===== config.mk =====
export PLATFORM = sky130hd
export DESIGN_NAME = bsfu_top
export DESIGN_NICKNAME = d
export VERILOG_FILES = /design/src/logic/bsfu_pkg.sv /design/src/logic/bsfu_top.sv /design/src/logic/bsfu_exec.sv
export VERILOG_INCLUDE_DIRS = /design/src /design/src/logic
export SDC_FILE = /design/constraint.sdc
export NUM_CORES = 1
export LEC_CHECK = 0
export BUFFER_PORTS_ARGS = -buffer_cell sky130_fd_sc_hd__buf_2
export CAP_MARGIN = 20
export CORE_ASPECT_RATIO = 1.75
export CORE_UTILIZATION = 38
export CTS_CLUSTER_DIAMETER = 50
export CTS_CLUSTER_SIZE = 40
export DETAILED_ROUTE_END_ITERATION = 7
export PLACE_DENSITY = 0.7
export SLEW_MARGIN = 0
export SYNTH_ARGS = -nofsm -noshare
export SYNTH_HDL_FRONTEND = slang
export SYNTH_HIERARCHICAL = 1
export SYNTH_SLANG_ARGS = --single-unit
export TNS_END_PERCENT = 30

===== constraint.sdc =====
create_clock -name clk_i -period 3.9 [get_ports clk_i]
set_clock_uncertainty 0.15 [all_clocks]
set_input_delay 1.17 -clock clk_i [delete_from_list [all_inputs] [get_ports clk_i]]
set_output_delay 1.17 -clock clk_i [all_outputs]
set_load 0.005 [all_outputs]

===== src/logic/bsfu_map.svh =====
// named offsets, field positions and reset values of the bit, shift and flag unit
// assumes an 8-bit byte address on the register bus and one word per register
`ifndef BSFU_MAP_SVH
`define BSFU_MAP_SVH

// ----------
// register byte offsets
// ----------
`define BSFU_ADDR_DEST    8'h00
`define BSFU_ADDR_SRC     8'h04
`define BSFU_ADDR_FLAGS   8'h08
`define BSFU_ADDR_CMD     8'h0c
`define BSFU_ADDR_STAT    8'h10

// ----------
// status flag bit positions
// ----------
`define BSFU_FLAG_C       3'h0
`define BSFU_FLAG_Z       3'h1
`define BSFU_FLAG_N       3'h2
`define BSFU_FLAG_V       3'h3
`define BSFU_FLAG_S       3'h4
`define BSFU_FLAG_H       3'h5
`define BSFU_FLAG_T       3'h6
`define BSFU_FLAG_I       3'h7

// ----------
// command word fields and status word fields
// ----------
`define BSFU_CMD_OP_MSB   3'h4
`define BSFU_CMD_OP_LSB   3'h0
`define BSFU_CMD_IDX_MSB  3'h7
`define BSFU_CMD_IDX_LSB  3'h5
`define BSFU_STAT_BAD     4'h8

// ----------
// reset values and bus answers
// ----------
`define BSFU_RST_BYTE     8'h00
`define BSFU_RST_WORD     32'h0000_0000
`define BSFU_RESP_OKAY    2'h0
`define BSFU_RESP_SLVERR  2'h2
`define BSFU_BYTE_ZERO    8'h00
`define BSFU_CNT_STEP     8'h01

`endif


===== src/logic/bsfu_pkg.sv =====
// types shared by the bit, shift and flag unit and its executor
// assumes nothing of its surroundings
package bsfu_pkg;

    typedef logic [7:0] bsfu_byte_t;
    typedef logic [2:0] bsfu_idx_t;
    typedef logic [1:0] bsfu_resp_t;

    // operation select; codes follow declaration order from zero
    typedef enum logic [4:0] {
        BSFU_OP_IDLE,
        BSFU_OP_ROTATE_LEFT_CARRY,
        BSFU_OP_ROTATE_RIGHT_CARRY,
        BSFU_OP_ARITH_SHIFT_RIGHT,
        BSFU_OP_NIBBLE_SWAP,
        BSFU_OP_STATUS_BIT_ON,
        BSFU_OP_STATUS_BIT_OFF,
        BSFU_OP_BIT_TO_TRANSFER_FLAG,
        BSFU_OP_TRANSFER_FLAG_TO_BIT,
        BSFU_OP_CARRY_ON,
        BSFU_OP_CARRY_OFF,
        BSFU_OP_NEGATIVE_ON,
        BSFU_OP_NEGATIVE_OFF,
        BSFU_OP_ZERO_ON,
        BSFU_OP_ZERO_OFF,
        BSFU_OP_IRQ_GLOBAL_ON,
        BSFU_OP_IRQ_GLOBAL_OFF,
        BSFU_OP_SIGNED_ON,
        BSFU_OP_SIGNED_OFF
    } bsfu_op_e;

endpackage


===== src/logic/bsfu_top.sv =====
// bit, shift and flag unit: working byte, source byte and status flags behind AXI4-Lite
// assumes one AXI4-Lite master on clk_i; a command write executes in the edge that takes it
//
// How it works
// - rotate left through carry: c into bit 0, bit 7 to c, flags z c n v.
// - rotate right through carry: c into bit 7, bit 0 to c, flags z c n v.
// - arithmetic shift right keeps bit 7, bits 0..6 from above, flags z c n v.
// - nibble swap exchanges low and high halves, no flag changes.
// - indexed status flag forced to one or zero, only that bit changes.
// - selected source bit copied into the transfer flag only.
// - transfer flag written into the selected working byte bit, flags kept.
// - carry set or cleared alone in one clock.
// - negative set or cleared alone in one clock.
// - zero set or cleared alone in one clock.
// - global interrupt enable set or cleared alone in one clock.
// - signed flag set or cleared alone in one clock.
`include "bsfu_map.svh"

module bsfu_top #(
    parameter int ADDR_W = 8
) (
    input  logic                  clk_i,
    input  logic                  arst_n_i,
    // write address channel
    input  logic [ADDR_W-1:0]     s_axi_awaddr_i,
    input  logic [2:0]            s_axi_awprot_i,
    input  logic                  s_axi_awvalid_i,
    output logic                  s_axi_awready_o,
    // write data channel
    input  logic [31:0]           s_axi_wdata_i,
    input  logic [3:0]            s_axi_wstrb_i,
    input  logic                  s_axi_wvalid_i,
    output logic                  s_axi_wready_o,
    // write response channel
    output bsfu_pkg::bsfu_resp_t  s_axi_bresp_o,
    output logic                  s_axi_bvalid_o,
    input  logic                  s_axi_bready_i,
    // read address channel
    input  logic [ADDR_W-1:0]     s_axi_araddr_i,
    input  logic [2:0]            s_axi_arprot_i,
    input  logic                  s_axi_arvalid_i,
    output logic                  s_axi_arready_o,
    // read data channel
    output logic [31:0]           s_axi_rdata_o,
    output bsfu_pkg::bsfu_resp_t  s_axi_rresp_o,
    output logic                  s_axi_rvalid_o,
    input  logic                  s_axi_rready_i,
    // state seen by the surrounding core
    output bsfu_pkg::bsfu_byte_t  dest_o,
    output bsfu_pkg::bsfu_byte_t  flags_o
);
    import bsfu_pkg::*;

    // ----------
    // address decode
    // ----------
    typedef enum logic [2:0] {
        SEL_DEST,
        SEL_SRC,
        SEL_FLAGS,
        SEL_CMD,
        SEL_STAT,
        SEL_NONE
    } bsfu_sel_e;

    // shared by the read and the write path; low two bits are ignored
    function automatic bsfu_sel_e addr_sel(input logic [ADDR_W-1:0] a);
        logic [7:0] w;
        w = {a[7:2], 2'h0};
        if (w == `BSFU_ADDR_DEST) begin
            return SEL_DEST;
        end else if (w == `BSFU_ADDR_SRC) begin
            return SEL_SRC;
        end else if (w == `BSFU_ADDR_FLAGS) begin
            return SEL_FLAGS;
        end else if (w == `BSFU_ADDR_CMD) begin
            return SEL_CMD;
        end else if (w == `BSFU_ADDR_STAT) begin
            return SEL_STAT;
        end else begin
            return SEL_NONE;
        end
    endfunction

    // ----------
    // state
    // ----------
    logic                 awready_r;
    logic                 wready_r;
    logic                 bvalid_r;
    bsfu_resp_t           bresp_r;
    logic                 arready_r;
    logic                 rvalid_r;
    logic [31:0]          rdata_r;
    bsfu_resp_t           rresp_r;
    logic                 aw_full_r;
    logic                 w_full_r;
    logic [ADDR_W-1:0]    awaddr_r;
    logic [31:0]          wdata_r;
    logic [3:0]           wstrb_r;
    bsfu_byte_t           dest_r;
    bsfu_byte_t           src_r;
    bsfu_byte_t           flags_r;
    bsfu_byte_t           cmd_r;
    bsfu_byte_t           cnt_r;
    logic                 bad_r;

    // ----------
    // write channel handshakes
    // ----------
    logic                 aw_take;
    logic                 w_take;
    logic                 aw_have;
    logic                 w_have;
    logic                 do_write;
    logic                 bvalid_nxt;
    logic                 aw_full_nxt;
    logic                 w_full_nxt;
    logic                 awready_nxt;
    logic                 wready_nxt;
    logic [ADDR_W-1:0]    wr_addr;
    logic [31:0]          wr_data;
    logic [3:0]           wr_strb;
    bsfu_sel_e            wr_sel;
    logic                 wr_lane0;

    // address and data are taken in either order and held until both are in
    assign aw_take     = s_axi_awvalid_i & awready_r;
    assign w_take      = s_axi_wvalid_i & wready_r;
    assign aw_have     = aw_full_r | aw_take;
    assign w_have      = w_full_r | w_take;
    assign do_write    = aw_have & w_have & ~bvalid_r;
    assign bvalid_nxt  = do_write | (bvalid_r & ~s_axi_bready_i);
    assign aw_full_nxt = aw_have & ~do_write;
    assign w_full_nxt  = w_have & ~do_write;
    assign awready_nxt = ~aw_full_nxt & ~bvalid_nxt;
    assign wready_nxt  = ~w_full_nxt & ~bvalid_nxt;
    assign wr_addr     = aw_full_r ? awaddr_r : s_axi_awaddr_i;
    assign wr_data     = w_full_r ? wdata_r : s_axi_wdata_i;
    assign wr_strb     = w_full_r ? wstrb_r : s_axi_wstrb_i;
    assign wr_sel      = addr_sel(wr_addr);
    // every writable register lives in byte lane 0; other lanes are dropped
    assign wr_lane0    = do_write & wr_strb[0];

    // ----------
    // read channel handshakes
    // ----------
    logic                 ar_take;
    logic                 rvalid_nxt;
    logic                 arready_nxt;
    bsfu_sel_e            rd_sel;
    logic [31:0]          rd_word;

    assign ar_take     = s_axi_arvalid_i & arready_r;
    assign rvalid_nxt  = ar_take | (rvalid_r & ~s_axi_rready_i);
    assign arready_nxt = ~rvalid_nxt;
    assign rd_sel      = addr_sel(s_axi_araddr_i);

    always_comb begin
        rd_word = `BSFU_RST_WORD;
        unique case (rd_sel)
            SEL_DEST:  rd_word[7:0] = dest_r;
            SEL_SRC:   rd_word[7:0] = src_r;
            SEL_FLAGS: rd_word[7:0] = flags_r;
            SEL_CMD:   rd_word[7:0] = cmd_r;
            SEL_STAT: begin
                rd_word[7:0]           = cnt_r;
                rd_word[`BSFU_STAT_BAD] = bad_r;
            end
            SEL_NONE:  rd_word = `BSFU_RST_WORD;
        endcase
    end

    // ----------
    // command execution
    // ----------
    logic                 exec_go;
    bsfu_op_e             exec_op;
    bsfu_idx_t            exec_idx;
    bsfu_byte_t           exec_dest;
    bsfu_byte_t           exec_flags;
    logic                 exec_bad;
    bsfu_byte_t           dest_nxt;
    bsfu_byte_t           src_nxt;
    bsfu_byte_t           flags_nxt;
    bsfu_byte_t           cmd_nxt;
    bsfu_byte_t           cnt_nxt;
    logic                 bad_nxt;

    // op in bits 4..0, index in bits 7..5
    assign exec_go  = wr_lane0 & (wr_sel == SEL_CMD);
    assign exec_op  = bsfu_op_e'(wr_data[`BSFU_CMD_OP_MSB:`BSFU_CMD_OP_LSB]);
    assign exec_idx = wr_data[`BSFU_CMD_IDX_MSB:`BSFU_CMD_IDX_LSB];

    bsfu_exec u_exec (
        .op_i    (exec_op),
        .idx_i   (exec_idx),
        .dest_i  (dest_r),
        .src_i   (src_r),
        .flags_i (flags_r),
        .dest_o  (exec_dest),
        .flags_o (exec_flags),
        .bad_o   (exec_bad)
    );

    // single-edge result commit, covers every op
    assign dest_nxt  = exec_go ? exec_dest :
                       (wr_lane0 & (wr_sel == SEL_DEST)) ? wr_data[7:0] : dest_r;
    assign src_nxt   = (wr_lane0 & (wr_sel == SEL_SRC)) ? wr_data[7:0] : src_r;
    // flags written back whole, executor touches only its bits
    assign flags_nxt = exec_go ? exec_flags :
                       (wr_lane0 & (wr_sel == SEL_FLAGS)) ? wr_data[7:0] : flags_r;
    assign cmd_nxt   = exec_go ? wr_data[7:0] : cmd_r;
    // count of commands taken, wraps; lets software see that a command landed
    assign cnt_nxt   = exec_go ? cnt_r + `BSFU_CNT_STEP : cnt_r;
    assign bad_nxt   = exec_go ? exec_bad : bad_r;

    // ----------
    // write path registers
    // ----------
    always_ff @(posedge clk_i or negedge arst_n_i) begin
        if (!arst_n_i) begin
            awready_r <= 1'b0;
            wready_r  <= 1'b0;
            bvalid_r  <= 1'b0;
            aw_full_r <= 1'b0;
            w_full_r  <= 1'b0;
        end else begin
            awready_r <= awready_nxt;
            wready_r  <= wready_nxt;
            bvalid_r  <= bvalid_nxt;
            aw_full_r <= aw_full_nxt;
            w_full_r  <= w_full_nxt;
        end
    end

    // payload holders; reset keeps them defined though they are only read when full
    always_ff @(posedge clk_i or negedge arst_n_i) begin
        if (!arst_n_i) begin
            awaddr_r <= '0;
            wdata_r  <= `BSFU_RST_WORD;
            wstrb_r  <= 4'h0;
            bresp_r  <= `BSFU_RESP_OKAY;
        end else begin
            if (aw_take) begin
                awaddr_r <= s_axi_awaddr_i;
            end
            if (w_take) begin
                wdata_r <= s_axi_wdata_i;
                wstrb_r <= s_axi_wstrb_i;
            end
            if (do_write) begin
                bresp_r <= (wr_sel == SEL_NONE) ? `BSFU_RESP_SLVERR : `BSFU_RESP_OKAY;
            end
        end
    end

    // ----------
    // read path registers
    // ----------
    always_ff @(posedge clk_i or negedge arst_n_i) begin
        if (!arst_n_i) begin
            arready_r <= 1'b0;
            rvalid_r  <= 1'b0;
            rdata_r   <= `BSFU_RST_WORD;
            rresp_r   <= `BSFU_RESP_OKAY;
        end else begin
            arready_r <= arready_nxt;
            rvalid_r  <= rvalid_nxt;
            if (ar_take) begin
                rdata_r <= rd_word;
                rresp_r <= (rd_sel == SEL_NONE) ? `BSFU_RESP_SLVERR : `BSFU_RESP_OKAY;
            end
        end
    end

    // ----------
    // datapath registers
    // ----------
    // flag ops land in the same edge as the command write
    always_ff @(posedge clk_i or negedge arst_n_i) begin
        if (!arst_n_i) begin
            dest_r  <= `BSFU_RST_BYTE;
            src_r   <= `BSFU_RST_BYTE;
            flags_r <= `BSFU_RST_BYTE;
            cmd_r   <= `BSFU_RST_BYTE;
            cnt_r   <= `BSFU_RST_BYTE;
            bad_r   <= 1'b0;
        end else begin
            dest_r  <= dest_nxt;
            src_r   <= src_nxt;
            flags_r <= flags_nxt;
            cmd_r   <= cmd_nxt;
            cnt_r   <= cnt_nxt;
            bad_r   <= bad_nxt;
        end
    end

    // ----------
    // outputs
    // ----------
    assign s_axi_awready_o = awready_r;
    assign s_axi_wready_o  = wready_r;
    assign s_axi_bvalid_o  = bvalid_r;
    assign s_axi_bresp_o   = bresp_r;
    assign s_axi_arready_o = arready_r;
    assign s_axi_rvalid_o  = rvalid_r;
    assign s_axi_rdata_o   = rdata_r;
    assign s_axi_rresp_o   = rresp_r;
    assign dest_o          = dest_r;
    assign flags_o         = flags_r;

endmodule // bsfu_top


===== src/logic/bsfu_exec.sv =====
// combinational executor: one operation on the working byte and the status flags
// assumes its caller registers the results at the clock edge that issues the op
`include "bsfu_map.svh"

module bsfu_exec (
    input  bsfu_pkg::bsfu_op_e  op_i,
    input  bsfu_pkg::bsfu_idx_t idx_i,
    input  bsfu_pkg::bsfu_byte_t dest_i,
    input  bsfu_pkg::bsfu_byte_t src_i,
    input  bsfu_pkg::bsfu_byte_t flags_i,
    output bsfu_pkg::bsfu_byte_t dest_o,
    output bsfu_pkg::bsfu_byte_t flags_o,
    output logic                 bad_o
);
    import bsfu_pkg::*;

    // shift results set z, c, n and v; v follows n xor c after the move
    function automatic bsfu_byte_t shift_flags(input bsfu_byte_t fl,
                                               input bsfu_byte_t res,
                                               input logic       cout);
        bsfu_byte_t f;
        f                 = fl;
        f[`BSFU_FLAG_Z]   = (res == `BSFU_BYTE_ZERO);
        f[`BSFU_FLAG_C]   = cout;
        f[`BSFU_FLAG_N]   = res[7];
        f[`BSFU_FLAG_V]   = res[7] ^ cout;
        return f;
    endfunction

    bsfu_byte_t asr_w;

    genvar n;
    generate
        for (n = 0; n < 7; n++) begin : g_asr
            assign asr_w[n] = dest_i[n+1];
        end
    endgenerate
    assign asr_w[7] = dest_i[7];

    always_comb begin
        dest_o  = dest_i;
        flags_o = flags_i;
        bad_o   = 1'b0;
        unique case (op_i)
            BSFU_OP_IDLE: begin
                dest_o = dest_i;
            end
            BSFU_OP_ROTATE_LEFT_CARRY: begin
                dest_o  = {dest_i[6:0], flags_i[`BSFU_FLAG_C]};
                flags_o = shift_flags(flags_i, {dest_i[6:0], flags_i[`BSFU_FLAG_C]}, dest_i[7]);
            end
            BSFU_OP_ROTATE_RIGHT_CARRY: begin
                dest_o  = {flags_i[`BSFU_FLAG_C], dest_i[7:1]};
                flags_o = shift_flags(flags_i, {flags_i[`BSFU_FLAG_C], dest_i[7:1]}, dest_i[0]);
            end
            BSFU_OP_ARITH_SHIFT_RIGHT: begin
                dest_o  = asr_w;
                flags_o = shift_flags(flags_i, asr_w, dest_i[0]);
            end
            BSFU_OP_NIBBLE_SWAP: begin
                dest_o = {dest_i[3:0], dest_i[7:4]};
            end
            BSFU_OP_STATUS_BIT_ON:  flags_o[idx_i] = 1'b1;
            BSFU_OP_STATUS_BIT_OFF: flags_o[idx_i] = 1'b0;
            BSFU_OP_BIT_TO_TRANSFER_FLAG: flags_o[`BSFU_FLAG_T] = src_i[idx_i];
            BSFU_OP_TRANSFER_FLAG_TO_BIT: dest_o[idx_i] = flags_i[`BSFU_FLAG_T];
            BSFU_OP_CARRY_ON:       flags_o[`BSFU_FLAG_C] = 1'b1;
            BSFU_OP_CARRY_OFF:      flags_o[`BSFU_FLAG_C] = 1'b0;
            BSFU_OP_NEGATIVE_ON:    flags_o[`BSFU_FLAG_N] = 1'b1;
            BSFU_OP_NEGATIVE_OFF:   flags_o[`BSFU_FLAG_N] = 1'b0;
            BSFU_OP_ZERO_ON:        flags_o[`BSFU_FLAG_Z] = 1'b1;
            BSFU_OP_ZERO_OFF:       flags_o[`BSFU_FLAG_Z] = 1'b0;
            BSFU_OP_IRQ_GLOBAL_ON:  flags_o[`BSFU_FLAG_I] = 1'b1;
            BSFU_OP_IRQ_GLOBAL_OFF: flags_o[`BSFU_FLAG_I] = 1'b0;
            BSFU_OP_SIGNED_ON:      flags_o[`BSFU_FLAG_S] = 1'b1;
            BSFU_OP_SIGNED_OFF:     flags_o[`BSFU_FLAG_S] = 1'b0;
            // unlisted codes leave everything alone and are reported
            default:                bad_o = 1'b1;
        endcase
    end

endmodule // bsfu_exec


# Yosys cells after proc, flatten, opt, wreduce, memory -nomap -nowiden
# Index checks and enable logic that the tools add are counted.
[totals] wordCells=169 output_inout_bits=57 in_bits=65 reg_bits=78
[op_classes] eq_ne=46 n_lt_le_gt_ge=2 reduce_logical=23 bitwise_logic=34 n_mux=36 addsub=1
[op_table] operator="$mux 8" count=6
[op_table] operator="$pmux 8 s6" count=1
[op_table] operator="$eq 5x4->1 const B" count=8
[op_table] operator="$pmux 8 s5" count=1
[op_table] operator="$eq 6x2->1 const B" count=4
[op_table] operator="$logic_not 8->1" count=3
[op_table] operator="$mux 3" count=8
[op_table] operator="$eq 5x3->1 const B" count=4
[op_table] operator="$reduce_or 19->1" count=1
[op_table] operator="$reduce_and 2->1" count=9
[op_table] operator="$and 1x1->1" count=16
[op_table] operator="$ne 8x1->1 const B" count=2
[op_table] operator="$eq 5x5->1 const B" count=3
[op_table] operator="$ne 5x1->1 const B" count=3
[op_table] operator="$pmux 1 s7" count=2
[op_table] operator="$eq 3x2->1 const B" count=4
[op_table] operator="$eq 6x1->1 const B" count=2
[op_table] operator="$eq 6x3->1 const B" count=2
[op_table] operator="$logic_not 6->1" count=2
[op_table] operator="$ne 6x1->1 const B" count=2
[op_table] operator="$eq 5x2->1 const B" count=2
[op_table] operator="$eq 3x3->1 const B" count=3
[op_table] operator="$add 8x1->8 const B" count=1
[op_table] operator="$and 8x8->8" count=1
[op_table] operator="other kinds (29)" count=52

# Longest topological paths before layout
[depth] depth_word=11 mapped_depth=11 ltp_nobuf=9

# Hierarchy
# Netlist, hierarchy kept.
[by_module_without_submodules] module="bsfu_top" area_each_um2=3711.1 cells_each=318 n_inst=1 seq_area_each_um2=1851.8
[by_module_without_submodules] module="bsfu_exec" area_each_um2=1161.1 cells_each=181 n_inst=1 seq_area_each_um2=0.0

# Worst setup path after synthesis
# Ideal clock, no wire load.
[synth_path] kind="in2reg" from="in s_axi_awaddr_i[6]" to="reg bad_r" t_required_ns=3.625 t_arrival_ns=3.134 setup_slack_ns=0.491 setup_time_ns=0.125 path_buffers=1 cell_stages=5 cell_sequence="or4_4 -> a221o_2 -> a2111oi_4 -> buf_4 -> mux2_2"
[synth_via] elab_chain_len=9 elab_cells_between_ends=13 cone_classes="eq/ne (5); mux (6); bitwise (1); reduce/logical (1)"
[synth_rtl] element="start: declaration" line_no="bsfu_top.sv:25" rtl="input logic [ADDR_W-1:0] s_axi_awaddr_i,"
[synth_rtl] element="$mux 8 *" line_no="bsfu_top.sv:138" rtl="assign wr_addr = aw_full_r ? awaddr_r : s_axi_awaddr_i;"
[synth_rtl] element="$eq 6x3->1 (no source line)"
[synth_rtl] element="$mux 1" line_no="bsfu_top.sv:78" rtl="end else if (w == `BSFU_ADDR_STAT) begin"
[synth_rtl] element="$mux 3" line_no="bsfu_top.sv:76" rtl="end else if (w == `BSFU_ADDR_CMD) begin"
[synth_rtl] element="$mux 3" line_no="bsfu_top.sv:74" rtl="end else if (w == `BSFU_ADDR_FLAGS) begin"
[synth_rtl] element="$mux 3" line_no="bsfu_top.sv:72" rtl="end else if (w == `BSFU_ADDR_SRC) begin"
[synth_rtl] element="$mux 3 *" line_no="bsfu_top.sv:70" rtl="if (w == `BSFU_ADDR_DEST) begin"
[synth_rtl] element="$eq 3x2->1 *" line_no="bsfu_top.sv:191" rtl="assign exec_go = wr_lane0 & (wr_sel == SEL_CMD);"
[synth_rtl] element="$and 1x1->1 *" line_no="bsfu_top.sv:191"
[synth_rtl] element="end signal: assignment" line_no="bsfu_top.sv:295" rtl="bad_r <= bad_nxt;"
[synth_rtl] element="end: declaration" line_no="bsfu_top.sv:106" rtl="logic bad_r;"
# Mark *: on every way between the ends. The rest lies on a longest branch, timed or not.
# A chain may end at the register's enable or synchronous reset.

# Final worst setup path
[layout_path] from="in s_axi_awaddr_i[6]" to="reg src_r[3]"
[layout_via] elab_chain_len=9 elab_cells_between_ends=13 cone_classes="eq/ne (5); mux (6); bitwise (1); reduce/logical (1)"
[layout_rtl] element="$mux 8 *" line_no="bsfu_top.sv:138"
[layout_rtl] element="$eq 6x3->1 (no source line)"
[layout_rtl] element="$mux 1" line_no="bsfu_top.sv:78"
[layout_rtl] element="$mux 3" line_no="bsfu_top.sv:76"
[layout_rtl] element="$mux 3" line_no="bsfu_top.sv:74"
[layout_rtl] element="$mux 3" line_no="bsfu_top.sv:72"
[layout_rtl] element="$mux 3 *" line_no="bsfu_top.sv:70"
[layout_rtl] element="$eq 3x1->1 *" line_no="bsfu_top.sv:209" rtl="assign src_nxt = (wr_lane0 & (wr_sel == SEL_SRC)) ? wr_data[7:0] : src_r;"
[layout_rtl] element="$and 1x1->1 *" line_no="bsfu_top.sv:209"
[layout_rtl] element="end signal: assignment" line_no="bsfu_top.sv:284" rtl="src_r <= `BSFU_RST_BYTE;"
[layout_rtl] element="end signal: assignment" line_no="bsfu_top.sv:291" rtl="src_r <= src_nxt;"
[layout_rtl] element="end: declaration" line_no="bsfu_top.sv:102" rtl="bsfu_byte_t src_r;"
# Marked as above.

==> summary by stage <==
Synthesis
The part of the Yosys area used for sequential elements is 38.0%. The primary flip-flop cell chosen by synthesis mapping is dfrtp_1. The synthesized design contains 74 register bits. Dividing the synthesized area by the synthesized cell count gives 9.76 um^2. Of the post-synthesis cell area, the dominant cell type holds 38.0%.

The summed instance area of the synthesized netlist is 0.00487 mm^2. The async set-or-reset flop fraction in the synthesized netlist is 100%. The biggest area contributor in the post-synthesis netlist is dfrtp_1. The post-synthesis cell type count is 67. Ranked by total cell area, the synthesized netlist is headed by dfrtp_1, mux2_2, buf_4.

The cell count after synthesis came out at 499. The number of flops mapped to enable cells by yosys is 0. For this run, the number of Yosys warnings is 6.

Clocking
The root buffer cell chosen for the clock tree is clkbuf_16. The H-tree depth is 3. Gates resized during post-CTS repair numbered 0.

The clock sink count is 74. The setup fix buffers added after clock tree synthesis is 0. Hold repair after CTS inserted 0 buffers. The register clock-pin slew on the reported worst setup and hold paths is 0.06 ns.

The CTS tree is done. The number of CTS-inserted buffers is 9. The source-to-sink clock delay at the later pin of the worst-skew pair is 0.34 ns. The maximum clock path buffer count is 2.

Timing
The sum of negative setup slack is 0 ns. In this run the tightest slew margin relative to its limit is 43.8%. At the pin with the least slew margin, the transition time is 0.843 ns. The worst path needs 3.37 ns of the cycle, external delays included.

The highest achievable clock rate is 0.297 GHz. Setup violations remaining at the end of the flow were counted as 0. The number of slew-limit violations in the final report is 0. Setup repair after global routing left no endpoint under its margin.

The final worst-path cycle share is 86.4%. The number of endpoints with negative hold slack in the final report is 0.

Critical path
Along the worst path, the maximum fanout reaches 8. At the worst endpoint, the arrival time is 3.44 ns. The count of buffer and inverter cells on the critical path is 1. The startpoint class of the critical path is an input pin.

The kind of critical path is in -> reg. The category of the worst setup path capture point is a flip-flop. The cell family with the largest share of critical-path delay is simple AND/OR/NAND/NOR gates.

The required time of the worst setup path is 3.97 ns. The largest single stage delay on the critical path is 0.81 ns. The signal on the critical path passes through buf_2 > or4_4 > a221o_2 > or4_1 > mux2_4. The cell with the largest stage delay on the worst path is or4_1.

Layout
The post-route netlist has 26.4% of its cells at a drive strength greater than 1. The repair_antennas step left the layout with diodes totalling 0. From synthesis to final layout, the design area changed by 13.8%. The final-layout fill cell count is 1218. The final cell count without fillers is 724. The area of the multi-input gates is 0.00271 mm^2. At the end of the flow the core is filled with cells to 44.3%.

The net count of the finished layout is 618. The sequential standard cell area is 0.00185 mm^2.

Pwr
Combinational logic burns 38.4% of the power. Per report_power, the sequential group accounts for 34.2% of the total. The internal power component is 2130 uW. The leakage power summed over all cells is 0.00256 uW. The clock group share of total power is 27.5%. The worst-case vdd ir drop is 0.405 mV. In this run switching power makes up 37.6% of total power. In this run the power spent charging and discharging nets is 1280 uW.

The power density normalized to cell area is 614 mW/mm^2.

Routing
In the routed design, unresolved DRC markers number 0. The per-cell via count in the routed design is 5.60. The number of DRC markers after the initial detailed-route iteration is 350.

The routed length per instance is 17.2 um. The detailed-route wire length is 12500 um. The total iterations of the first detailed-routing run is 5. The detail route stage leaves a number of antenna-violating nets equal to 0.

Detailed routing inserted a total of 4056 vias.

Floorplanning
During I/O placement, the number of pins put on the boundary was 122. The floorplan step defined a die boundary enclosing 0.0133 mm^2. Row generation in the floorplan step produced 54 rows. Once the floorplan was initialized, standard cells occupied 39.0% of the core.

The die width is 87.6 um. The core area is 0.0125 mm^2. The floorplan die height is 152 um.

Outcome
The flow ran to the end, and the final reports show no timing, DRC or antenna violations.

Placed design
The cell total after placement is 708. Summed over all nets, the half-perimeter wirelength after detailed placement is 9260 um. The count of port buffers added during placement is 59. At the end of routability-driven placement, the weighted congestion stood at 0.873.

Global route
The overall fraction of global-route tracks in use is 19.7%. Summed over all layers, the global routing overflow is 0. The first-pass GRT wire length is 19700 um.

The number of antenna violations at the first check in global routing is 0. Entering global routing, the biggest net connects 39 pins. The via count of the first global-routing pass is 3943.

Job
The tool flagged a number of max-cap violations equal to 0.

Hold path
The tightest min-delay check is of the reg -> reg type.
## tightest hold or removal path, delay by kind of cell (launching register included)
family	cells	cell delay, ns
flip-flops	1	0.33
AND/OR/NAND/NOR	1	0.05
AO/OA/AOI/OAI	1	0.06
## cells in the mapped netlist, types with 3 or more instances
cell type   n
a32oi_1     5
nand2b_1    9
o21ai_0    37
and3_1      7
o21ai_1     7
a22o_1     10
and2_1      3
nand3_1    14
dfrtp_1    74
mux2i_1    20
nor2b_1     7
xnor2_1     8
inv_1      10
clkbuf_1    9
mux2_4      8
a22oi_1     9
buf_6       6
a21o_1      8
nand2_1    47
nand4_1     5
buf_4      30
nor2_1     27
nor2_2      3
nor3b_1     4
a32o_1      9
a21oi_1    22
or3_1       5
a31oi_1     3
mux2_2     35
buf_2       6
o211ai_1    3
## final cells by class
type                       count  share of cell area (%)
tap                          168                    3.79
sequential                    74                    33.4
clock buffer                   9                    4.06
timing repair buffer          70                    7.27
inverter                      10                   0.677
multi-input combinational    386                    48.8
clock inverter                 7                    1.94
## path summary, 6_finish.rpt
kind                                         from          endpoint  slack [ns]  cells after the start
worst max-delay path            s_axi_awaddr_i[6]          src_r[3]        0.53                      5
worst min-delay path             s_axi_rdata_o[8]  s_axi_rdata_o[8]        0.32                      2
worst max register to register          aw_full_r          src_r[3]        0.89                      4
worst min register to register   s_axi_rdata_o[8]  s_axi_rdata_o[8]        0.32                      2
max in group asynchronous                arst_n_i          cmd_r[1]        2.11                      2
min in group asynchronous                arst_n_i          cnt_r[4]        0.78                      1
## per-stage QoR
stage	hold slack (ns)	setup slack (ns)	total power, uW	area [um^2]
2_1_floorplan	0.296	0.491	2160	4960
3_3_place_gp	0.305	0.210	2420	5210
3_5_place_dp	0.311	0.181	2470	5210
4_1_cts	0.327	0.535	3420	5540
5_1_grt	0.353	0.493	3600	5540
6_report	0.321	0.531	3400	5540
## cell usage in the layout, fill, tap and decap left out, types with 7 or more instances in the layout
cell,synthesis,layout
nor2b_1,7,7
nand2b_1,9,9
mux2i_1,20,20
mux2_2,35,35
buf_4,30,9
a22o_1,10,10
inv_1,10,10
and3_1,7,7
nor2_1,27,27
a22oi_1,9,9
a32o_1,9,9
clkbuf_16,0,9
o21ai_1,7,7
xnor2_1,8,8
conb_1,1,25
a21oi_1,22,22
a21o_1,8,8
nand3_1,14,14
nand2_1,47,47
buf_2,6,59
dfrtp_1,74,74
o21ai_0,37,37
mux2_4,8,8
## per-layer routing
| layer | part of all wire (%) | routed length (um) | vias up | GRT usage [%] |
|---|---|---|---|---|
| li1 | - | - | 1884 | - |
| met1 | 37 | 4620 | 1917 | 20.5 |
| met2 | 51 | 6390 | 196 | 34.8 |
| met3 | 5.9 | 737 | 59 | 3.95 |
| met4 | 5.7 | 714 | 0 | 13.7 |
| met5 | 0 | 0 | - | 0 |
## sequential cells by signal, indices dropped and copies added (netlist names), 6 cells and up
register,flops
s_axi_rdata_o,9
awaddr_r,6
src_r,8
cmd_r,8
dest_o,8
wdata_r,8
flags_o,8
cnt_r,8
## power groups by stage
stage | registers, uW | logic (uW) | clock network (uW)
floorplan | 1100 | 1070 | 0
global placement | 1160 | 1260 | 0
detailed placement | 1170 | 1300 | 0
CTS | 1160 | 1300 | 954
global route | 1190 | 1420 | 982
finish | 1160 | 1310 | 936
## kinds of logic (layout without fill, tap and decap cells)
logic type                 after synthesis  count (layout)  synth area share [%]
and+or+nand+nor                        150             150                  16.9
AOI/OAI and AO/OA                      133             133                  18.6
DFF                                     74              74                  38.0
muxes                                   65              65                  15.6
buffers and inverters                   63              96                  8.27
xor gates and xnor gates                10              10                  1.80
adders and majority gates                3               3                 0.745
other                                    1              25                0.0770
No activity file was read; power rests on OpenSTA's default activity.
